$ cat src/blf_pkg.sv
// Shared constants and types for the bridge lock forwarding block.
package blf_pkg;

	// Address and identity widths.
	localparam int unsigned BLF_ADDR_W   = 32;
	localparam int unsigned BLF_MID_W    = 2;
	// A locked resource is a naturally aligned block of this many bytes.
	localparam int unsigned BLF_LOCK_BYTES = 16;
	localparam int unsigned BLF_GRAN_LSB   = $clog2(BLF_LOCK_BYTES);
	localparam int unsigned BLF_REGION_W   = BLF_ADDR_W - BLF_GRAN_LSB;

	// Routing field of the terminal routing word, bits 19 to 16.
	localparam int unsigned BLF_ROUTE_LSB = 16;
	localparam int unsigned BLF_ROUTE_MSB = 19;
	localparam int unsigned BLF_ROUTE_W   = BLF_ROUTE_MSB - BLF_ROUTE_LSB + 1;
	// Routing code that selects the lock signal on terminal four.
	localparam logic [3:0]  BLF_ROUTE_LOCK = 4'h5;

	// Master identity reserved for the cache write-back agent.
	localparam logic [1:0]  BLF_CACHE_ID = 2'h3;

	// Reset values.
	localparam logic [BLF_REGION_W-1:0] BLF_REGION_RST = '0;
	localparam logic [1:0]              BLF_OWNER_RST  = 2'h0;

	// Requester states.
	typedef enum logic [1:0] {
		BLF_RQ_IDLE = 2'b00,
		BLF_RQ_WAIT = 2'b01,
		BLF_RQ_DONE = 2'b10
	} blf_rq_state_t;

	// Locked 16-byte block number of a byte address.
	function automatic logic [BLF_REGION_W-1:0] blf_region(
		input logic [BLF_ADDR_W-1:0] addr);
		blf_region = addr[BLF_ADDR_W-1:BLF_GRAN_LSB];
	endfunction : blf_region

endpackage : blf_pkg

$ cat src/blf_link_if.sv
// Link between the upstream party and the lock forwarding bridge.
`timescale 1ns/1ps
`default_nettype none
interface blf_link_if
	import blf_pkg::*;
(
	input wire logic i_core_clk
);
	// Request, one-cycle pulse from the upstream party.
	logic                  req_valid;
	logic [BLF_ADDR_W-1:0] req_addr;
	logic                  req_write;
	logic                  req_excl;
	logic                  req_upstream;
	logic [BLF_MID_W-1:0]  req_master;
	// Lock level and bus idle from the upstream party.
	logic                  lock_asserted;
	logic                  bus_idle;
	// Answer, one-cycle pulses from the bridge.
	logic                  ack;
	logic                  retry;
	logic                  posted;
	// Bridge lock state levels.
	logic                  lock_held;
	logic [BLF_MID_W-1:0]  lock_owner;

	modport dev (
		input  req_valid, req_addr, req_write, req_excl, req_upstream,
		input  req_master, lock_asserted, bus_idle,
		output ack, retry, posted, lock_held, lock_owner
	);
	modport up (
		output req_valid, req_addr, req_write, req_excl, req_upstream,
		output req_master, lock_asserted, bus_idle,
		input  ack, retry, posted, lock_held, lock_owner
	);
endinterface : blf_link_if
`default_nettype wire

$ cat src/blf_bridge.sv
// Bridge end: lock tracking, region compare and posting control.
//
// Overview of operation
// - Lock drives terminal four only when routed.
// - Only downstream locks are honoured and forwarded.
// - Non-exclusive accesses outside locked block complete.
// - Bus grant alone never confers lock ownership.
// - Lock region is an aligned 16-byte block.
// - Full-lock arbiter grants only the lock owner and the cache.
// - Full-lock arbiter still grants the cache.
// - Full bridge lock behaviour on the card side.
// - Write posting disabled while a lock is held.
// - Lock carried to card on separate lock signal.
// - Card target never blocks all access to itself.
`timescale 1ns/1ps
`default_nettype none
module blf_bridge
	import blf_pkg::*;
(
	// Clock and reset.
	input  wire logic                   i_core_clk,
	input  wire logic                   i_rst_n,
	// Link to the upstream party.
	blf_link_if.dev                     link,
	// Routing field of the terminal routing word.
	input  wire logic [BLF_ROUTE_W-1:0] i_route_sel,
	// Terminal four, drive side.
	output logic                        o_multifunction_pin_four_o,
	output logic                        o_multifunction_pin_four_oe,
	// Card-side lock, active low.
	output logic                        o_card_side_lock_n,
	// Status levels and pulses.
	output logic                        o_posting_en,
	output logic                        o_up_lock_ignored
);

	// All state of the bridge.
	typedef struct packed {
		logic                    lock_on;
		logic                    lock_seen;
		logic [BLF_MID_W-1:0]    owner;
		logic [BLF_REGION_W-1:0] region;
		logic                    ack;
		logic                    retry;
		logic                    posted;
		logic                    post_en;
		logic                    pin_o;
		logic                    pin_oe;
		logic                    card_lock_n;
		logic                    up_ign;
	} blf_brg_st_t;

	blf_brg_st_t st_q;
	blf_brg_st_t st_d;

	// Decode of the current request.
	logic region_hit;
	logic from_owner;
	logic excl_down;
	logic routed;

	// Request classification against the held lock.
	always_comb begin
		// Compare whole 16-byte blocks, not bytes.
		region_hit = st_q.lock_on
			&& (blf_region(link.req_addr) == st_q.region);
		// Ownership comes from the lock handshake, never from the grant.
		from_owner = st_q.lock_on && (link.req_master == st_q.owner);
		// Exclusive requests travelling toward the card only.
		excl_down = link.req_excl && !link.req_upstream;
		routed = (i_route_sel == BLF_ROUTE_LOCK);
	end

	// Next-state logic.
	always_comb begin
		st_d        = st_q;
		st_d.ack    = 1'b0;
		st_d.retry  = 1'b0;
		st_d.posted = 1'b0;
		st_d.up_ign = 1'b0;

		if (link.req_valid) begin
			if (region_hit && !from_owner) begin
				// Locked block belongs to another master: retry it.
				st_d.retry = 1'b1;
			end else begin
				// Accesses outside the locked block go through normally.
				st_d.ack = 1'b1;
				// Writes post only while no lock is active or starting.
				st_d.posted = link.req_write && st_q.post_en
					&& !(excl_down && !st_q.lock_on);
				if (excl_down && !st_q.lock_on) begin
					// A new downstream lock captures owner and block.
					st_d.lock_on   = 1'b1;
					st_d.lock_seen = 1'b0;
					st_d.owner     = link.req_master;
					st_d.region    = blf_region(link.req_addr);
				end
			end
			if (link.req_excl && link.req_upstream) begin
				// A card-originated lock is not carried back onto PCI.
				st_d.up_ign = 1'b1;
			end
		end

		// Note that the owner has asserted the lock line.
		if (st_q.lock_on && link.lock_asserted) begin
			st_d.lock_seen = 1'b1;
		end

		// Release once the owner has dropped lock and the bus is idle.
		if (st_q.lock_on && st_q.lock_seen && !link.lock_asserted
			&& link.bus_idle && !link.req_valid) begin
			st_d.lock_on   = 1'b0;
			st_d.lock_seen = 1'b0;
		end

		// Posting follows the lock state; re-enabled at release.
		st_d.post_en = !st_d.lock_on;

		// Card-side lock mirrors the held downstream lock.
		st_d.card_lock_n = !(st_d.lock_on && (link.lock_asserted
			|| !st_q.lock_seen));

		// Terminal four shows the lock level only when routed there.
		st_d.pin_oe = routed;
		st_d.pin_o  = routed ? !link.lock_asserted : 1'b0;
	end

	// State register with synchronous reset.
	always_ff @(posedge i_core_clk) begin
		if (!i_rst_n) begin
			st_q.lock_on     <= 1'b0;
			st_q.lock_seen   <= 1'b0;
			st_q.owner       <= BLF_OWNER_RST;
			st_q.region      <= BLF_REGION_RST;
			st_q.ack         <= 1'b0;
			st_q.retry       <= 1'b0;
			st_q.posted      <= 1'b0;
			st_q.post_en     <= 1'b1;
			st_q.pin_o       <= 1'b0;
			st_q.pin_oe      <= 1'b0;
			st_q.card_lock_n <= 1'b1;
			st_q.up_ign      <= 1'b0;
		end else begin
			st_q <= st_d;
		end
	end

	// Link answers come straight from the state register.
	assign link.ack        = st_q.ack;
	assign link.retry      = st_q.retry;
	assign link.posted     = st_q.posted;
	assign link.lock_held  = st_q.lock_on;
	assign link.lock_owner = st_q.owner;

	// User-side outputs, all registered.
	assign o_multifunction_pin_four_o  = st_q.pin_o;
	assign o_multifunction_pin_four_oe = st_q.pin_oe;
	assign o_card_side_lock_n          = st_q.card_lock_n;
	assign o_posting_en                = st_q.post_en;
	assign o_up_lock_ignored           = st_q.up_ign;

endmodule : blf_bridge
`default_nettype wire

$ cat src/flat_wrapper.sv
// flat-port wrapper written by rule: the top's interface ports become plain ports
module blf_bridge_flat import blf_pkg::*;
  (i_core_clk, i_rst_n, i_route_sel, o_multifunction_pin_four_o, o_multifunction_pin_four_oe, o_card_side_lock_n, o_posting_en, o_up_lock_ignored, link_req_valid, link_req_addr, link_req_write, link_req_excl, link_req_upstream, link_req_master, link_lock_asserted, link_bus_idle, link_ack, link_retry, link_posted, link_lock_held, link_lock_owner);
  blf_link_if link_i (.i_core_clk(i_core_clk));
  input  wire logic i_core_clk;
  input  wire logic i_rst_n;
  input  wire logic [BLF_ROUTE_W-1:0] i_route_sel;
  output logic o_multifunction_pin_four_o;
  output logic o_multifunction_pin_four_oe;
  output logic o_card_side_lock_n;
  output logic o_posting_en;
  output logic o_up_lock_ignored;
  input wire logic [$bits(link_i.req_valid)-1:0] link_req_valid;
  input wire logic [$bits(link_i.req_addr)-1:0] link_req_addr;
  input wire logic [$bits(link_i.req_write)-1:0] link_req_write;
  input wire logic [$bits(link_i.req_excl)-1:0] link_req_excl;
  input wire logic [$bits(link_i.req_upstream)-1:0] link_req_upstream;
  input wire logic [$bits(link_i.req_master)-1:0] link_req_master;
  input wire logic [$bits(link_i.lock_asserted)-1:0] link_lock_asserted;
  input wire logic [$bits(link_i.bus_idle)-1:0] link_bus_idle;
  output wire logic [$bits(link_i.ack)-1:0] link_ack;
  output wire logic [$bits(link_i.retry)-1:0] link_retry;
  output wire logic [$bits(link_i.posted)-1:0] link_posted;
  output wire logic [$bits(link_i.lock_held)-1:0] link_lock_held;
  output wire logic [$bits(link_i.lock_owner)-1:0] link_lock_owner;
  assign link_i.req_valid = link_req_valid;
  assign link_i.req_addr = link_req_addr;
  assign link_i.req_write = link_req_write;
  assign link_i.req_excl = link_req_excl;
  assign link_i.req_upstream = link_req_upstream;
  assign link_i.req_master = link_req_master;
  assign link_i.lock_asserted = link_lock_asserted;
  assign link_i.bus_idle = link_bus_idle;
  assign link_ack = link_i.ack;
  assign link_retry = link_i.retry;
  assign link_posted = link_i.posted;
  assign link_lock_held = link_i.lock_held;
  assign link_lock_owner = link_i.lock_owner;
  blf_bridge u_core (.i_core_clk(i_core_clk), .i_rst_n(i_rst_n), .link(link_i), .i_route_sel(i_route_sel), .o_multifunction_pin_four_o(o_multifunction_pin_four_o), .o_multifunction_pin_four_oe(o_multifunction_pin_four_oe), .o_card_side_lock_n(o_card_side_lock_n), .o_posting_en(o_posting_en), .o_up_lock_ignored(o_up_lock_ignored));
endmodule
$ cat config.mk
export PLATFORM = sky130hd
export DESIGN_NAME = blf_bridge_flat
export DESIGN_NICKNAME = d
export VERILOG_FILES = /design/src/blf_pkg.sv /design/src/blf_link_if.sv /design/src/blf_bridge.sv /design/src/flat_wrapper.sv
export SDC_FILE = /design/constraint.sdc
export NUM_CORES = 1
export LEC_CHECK = 0
export BUFFER_PORTS_ARGS = -buffer_cell sky130_fd_sc_hd__buf_2
export CAP_MARGIN = 20
export CORE_AREA = 2 2 63 80
export DETAILED_ROUTE_END_ITERATION = 10
export DIE_AREA = 0 0 65 82
export PLACE_DENSITY_LB_ADDON = 0.08
export SLEW_MARGIN = 20
export SYNTH_ARGS = -nofsm -noshare
export SYNTH_HDL_FRONTEND = slang
export SYNTH_SLANG_ARGS = --single-unit
$ cat constraint.sdc
create_clock -name i_core_clk -period 1.4 [get_ports i_core_clk]
set_clock_uncertainty 0.1 [all_clocks]
set_input_delay 0.07 -clock i_core_clk [delete_from_list [all_inputs] [get_ports i_core_clk]]
set_output_delay 0.07 -clock i_core_clk [all_outputs]
set_load 0.01 [all_outputs]
[Word level (Yosys, flattened, before mapping)]
Cells that the tools add are included.
Operators by class
  $mul: 0
  divide/modulo/power cells: 0
  add/subtract/negate cells: 0
  reduce and logical (&&, ||, !) cells: 32
  order comparisons: 0
  shift operators: 0
  bitwise operators: 3
  mux-type cells: 8
  equality and inequality tests: 4
Operator list (count)
  $mux W35: 1
  $mux W33: 1
  $mux W32: 1
  $eq A28 B28 Y1: 1
  $logic_and A1 B1 Y1: 14
  $logic_not A1 Y1: 9
  $reduce_and A3 Y1: 2
  $eq A4 B3 Y1 const B: 1
  $mux W1: 4
  $reduce_and A2 Y1: 2
  $reduce_bool A2 Y1: 2
  $not A1 Y1: 3
  $reduce_or A3 Y1: 1
  $eq A2 B2 Y1: 1
  $mux W2: 1
  $ne A2 B2 Y1 const B: 1
  $reduce_or A2 Y1: 1
  $logic_or A1 B1 Y1: 1
Storage, ports and cells
  output and inout bits: 11
  RAM bits: 0
  latch bits: 0
  memory bits (read-only): 0
  memories: 0
  word-level logic and storage cells: 59
  input port bits: 46
  register bits: 40

[Longest topological paths before layout]
  depth after elaboration: 11
  depth in mapped cells: 5
  mapped depth without buffers: 5

[Worst setup path before layout]
Ideal clock, no wire load.
  path kind: register to register
  start point: register u_core.st_q[30] (netlist bit)
  end point: register, netlist name u_core.link.retry
  arrival: 1.299 ns
  data required time: 1.235 ns
  setup time: 0.065 ns
  setup slack: -0.065 ns
  period minus slack after synthesis: 1.465 ns
  stages on the path, launching flop included: 6
  path buffers: 0
  cells stage by stage: dfxtp_1 xor2_1 nor4_1 nand4_1 nor4_2 nor2b_1
Between the ends
  word-level cells in the longest chain between the ends: 4
Ends and longest elaborated chain
  from (decl): line blf_bridge.sv:53  | blf_brg_st_t st_q;
  from (signal assigned): line blf_bridge.sv:146  | st_q <= st_d;
  $eq A28 B28 Y1: line blf_bridge.sv:66  | && (blf_region(link.req_addr) == st_q.region);
  $logic_and A1 B1 Y1: line blf_bridge.sv:66
  $logic_and A1 B1 Y1: line blf_bridge.sv:83  | if (region_hit && !from_owner) begin
  $mux W1: line blf_bridge.sv:83
No other way between the ends.
A chain may end at the register's enable or synchronous reset.

[Worst setup path after layout]
  start point: register u_core.st_q[29] (netlist bit)
  end point: register, netlist name u_core.link.retry
Between the ends
  word-level cells in the longest chain between the ends: 4
Ends and longest elaborated chain (line)
  $eq A28 B28 Y1: blf_bridge.sv:66
  $logic_and A1 B1 Y1: blf_bridge.sv:66
  $logic_and A1 B1 Y1: blf_bridge.sv:83
  $mux W1: blf_bridge.sv:83
No other way between the ends.

==> flow_metrics.tcl <==
set metrics [dict create \
    cp-end-kind "flip-flop" \
    rows 28 \
    design_area_um2 2660 \
    dp_slack_ns -0.258 \
    fin_ws_ns -0.220 \
    hold_violations 0 \
    ys_seq_area_frac 0.453 \
    wl_per_cell_um 12.2 \
    grt_pass1_wl_mm 6.98 \
    port_buffers 52 \
    antenna_left 0 \
    layout.nets 342 \
    wl_mm 4.34 \
    max_freq_ghz 0.617 \
    worst_ir_drop_vdd_mv 0.471 \
    synth_common_cells "nand2_1, dfxtp_1, a21boi_1" \
    syn_inst 203 \
    syn_nets 249 \
    violations "negative setup slack" \
    ys_ff_latch 40 \
    worst_pin_slew_ns 0.290 \
    viasPerCell 4.68 \
    h-tree-depth 2 \
    r2r_end "u_core.link.retry" \
    vias 1669 \
    holdWs_ns 0.0307 \
    ff2ff_setup_slack_ns -0.22 \
    syn_area_um2 1770 \
    cts_buffers 5 \
    setup_viol 4 \
    cts_sinks 40 \
    run_status "finished with violations" \
    dieHeight_um 82 \
    synth_cell_type_count 24 \
    power_density_nw_per_um2 890 \
    gp_congestion 0.750 \
    min_path_cells 3 \
    r2r_start "u_core.st_q[29]" \
    critical_path_class "reg -> reg" \
    slew_headroom 0.805 \
    crit_path_cell_trace "xor2_1, nor4_1, nand4_1, nor4_4, nor2b_1" \
    insertion_delay_ns 0.29 \
    diodes 0 \
    clk_path_buf_depth 2 \
    drt_first_pass_iters 4 \
    worst_setup_path_start_kind "flip-flop" \
    period_needed_ns 1.62 \
    rr_worst_depth 5 \
    yosysMostFrequentCell "nand2_1" \
    postPlaceCellArea_um2 2130 \
    avgSynthCellArea_um2 8.70 \
    grt_pass1_vias 1464 \
    p_leak_uw 0.00114 \
    synth_area_leaders "dfxtp_1, nand2_1, a21boi_1" \
    die_area_um2 5330 \
    drt_iter0_drc 80 \
    slowest_delay_ns 0.34 \
    endpoint "u_core.link.retry" \
    synth_warnings 0 \
    cp.arrival_ns 1.75 \
    grt_start_max_net_pins 31 \
    cap_violations 0 \
    hold_path.class "in -> reg" \
    io_pins 57 \
    postSynth.asyncResetShare 0 \
    critPathMaxFanout 3 \
    tns_ns -0.613 \
    cts_tree "yes" \
    period_share 1.16 \
    clk_pin_slew_worst_paths_ns 0.08 \
    cts-root-buf "clkbuf_8" \
    final_util 0.579 \
    synth_area_leader_cell "dfxtp_1" \
    initial_core_util 0.385 \
    drc 0 \
    rsz0062_at_grt "true" \
    required_ns 1.53 \
    synthFlopType "dfxtp_1" \
    die_w_um 65 \
    drv_slew 0 \
    critPathSlowestCell "nor4_4" \
    synth_top_area_frac 0.453 \
    drive_above_1_share 0.283 \
    startpoint "u_core.st_q[29]" \
    synth_edf_count 0 \
    coreArea_um2 4590 \
    area_delta_synth_final_pct 50.4 \
    track_usage 0.174 \
    grt.overflow.total 0 \
    antenna_found_initial 0 \
    dp_hpwl_mm 2.86 \
]
## per-stage QoR
stage	power, µW	std cells
3_3_place_gp	1510	312
4_1_cts	2380	356
3_5_place_dp	1510	312
2_1_floorplan	1370	203
5_1_grt	2490	357
6_report	2360	357
## cells by family after synthesis
logic type	after synthesis	synth area share
and+or+nand+nor	87	0.221
DFF	40	0.453
AOI/OAI and AO/OA	34	0.145
xor gates and xnor gates	30	0.149
buffers and inverters	12	0.0319
## worst max-delay path: cells and delay by family (launching register included)
family | cells | cell delay, ns
xor+xnor | 1 | 0.13
flops | 1 | 0.33
simple gates | 4 | 1.00
## where the power goes
part,internal (µW),switching [µW],total [µW]
logic,215,164,380
clock network,393,394,787
registers,1180,20.9,1200
total,1790,579,2360
## placed cells by master (no fill, tap or decap)
cell type      count
a21boi_1          30
and4_1             1
o21a_1             1
xor2_1            21
nor4_2             2
buf_12             1
nand4_2            1
buf_8              2
clkinv_2           2
and2_2             1
o31a_1             1
nand2b_1           1
clkbuf_8           6
nor3b_1            1
buf_4              5
nor2_1             3
buf_2             52
xor2_2             1
nor2b_1            3
dfxtp_2            9
dfxtp_1           31
o211ai_1           1
nand4_1            2
a22oi_1            1
and3b_1            1
inv_1              1
dlygate4sd3_1     36
xnor2_1            8
nand2_1           66
nor4_4             1
nor4_1             4
clkbuf_16          1
## area by class of cell
cell class                 count  area (µm²)
inverter                       1        3.75
clock inverter                 2        10.0
fill                         457        1930
tap                           60        75.1
multi-input combinational    151         940
timing repair buffer          97         733
clock buffer                   6        82.6
sequential                    40         812
## worst min-delay path by stage
stage | start | end | slack [ns]
after detailed placement | link_lock_asserted | u_core.o_multifunction_pin_four_o | 0.17
after CTS | link_req_valid | u_core.link.ack | 0.03
after floorplan | link_lock_asserted | u_core.o_multifunction_pin_four_o | 0.04
after global placement | link_lock_asserted | u_core.o_multifunction_pin_four_o | 0.17
final | link_req_valid | u_core.o_up_lock_ignored | 0.03
after global routing | i_rst_n | u_core.o_up_lock_ignored | 0.04
## metal layers
| metal | wire length (µm) | vias up | global-route usage | share of wire |
|---|---|---|---|---|
| met1 | 1930 | 775 | 0.220 | 0.44 |
| met5 | 0 | - | 0 | 0 |
| met3 | 184 | 7 | 0.0425 | 0.042 |
| met4 | 44 | 0 | 0.0574 | 0.010 |
| met2 | 2180 | 39 | 0.291 | 0.50 |
| li1 | - | 848 | - | - |
## sequential cells by signal (all words and copies together) (netlist names)
register                            flops
u_core.link.lock_held                   1
u_core.st_q                            29
u_core.link.lock_owner                  2
u_core.o_multifunction_pin_four_o       1
u_core.o_posting_en                     1
u_core.o_up_lock_ignored                1
u_core.o_multifunction_pin_four_oe      1
u_core.link.posted                      1
u_core.link.retry                       1
u_core.link.ack                         1
u_core.o_card_side_lock_n               1
## timing repair
| action | CTS | global route |
|---|---|---|
| hold buffers | 36 | 0 |
| pin swaps | 2 | 5 |
| gates resized for setup | 2 | 9 |
| setup buffers | 0 | 0 |
| cloned | 0 | 1 |
| endpoints found under the hold margin | 36 | 0 |
| setup endpoints to repair | 8 | 33 |
(Power assumes the default switching activity.)
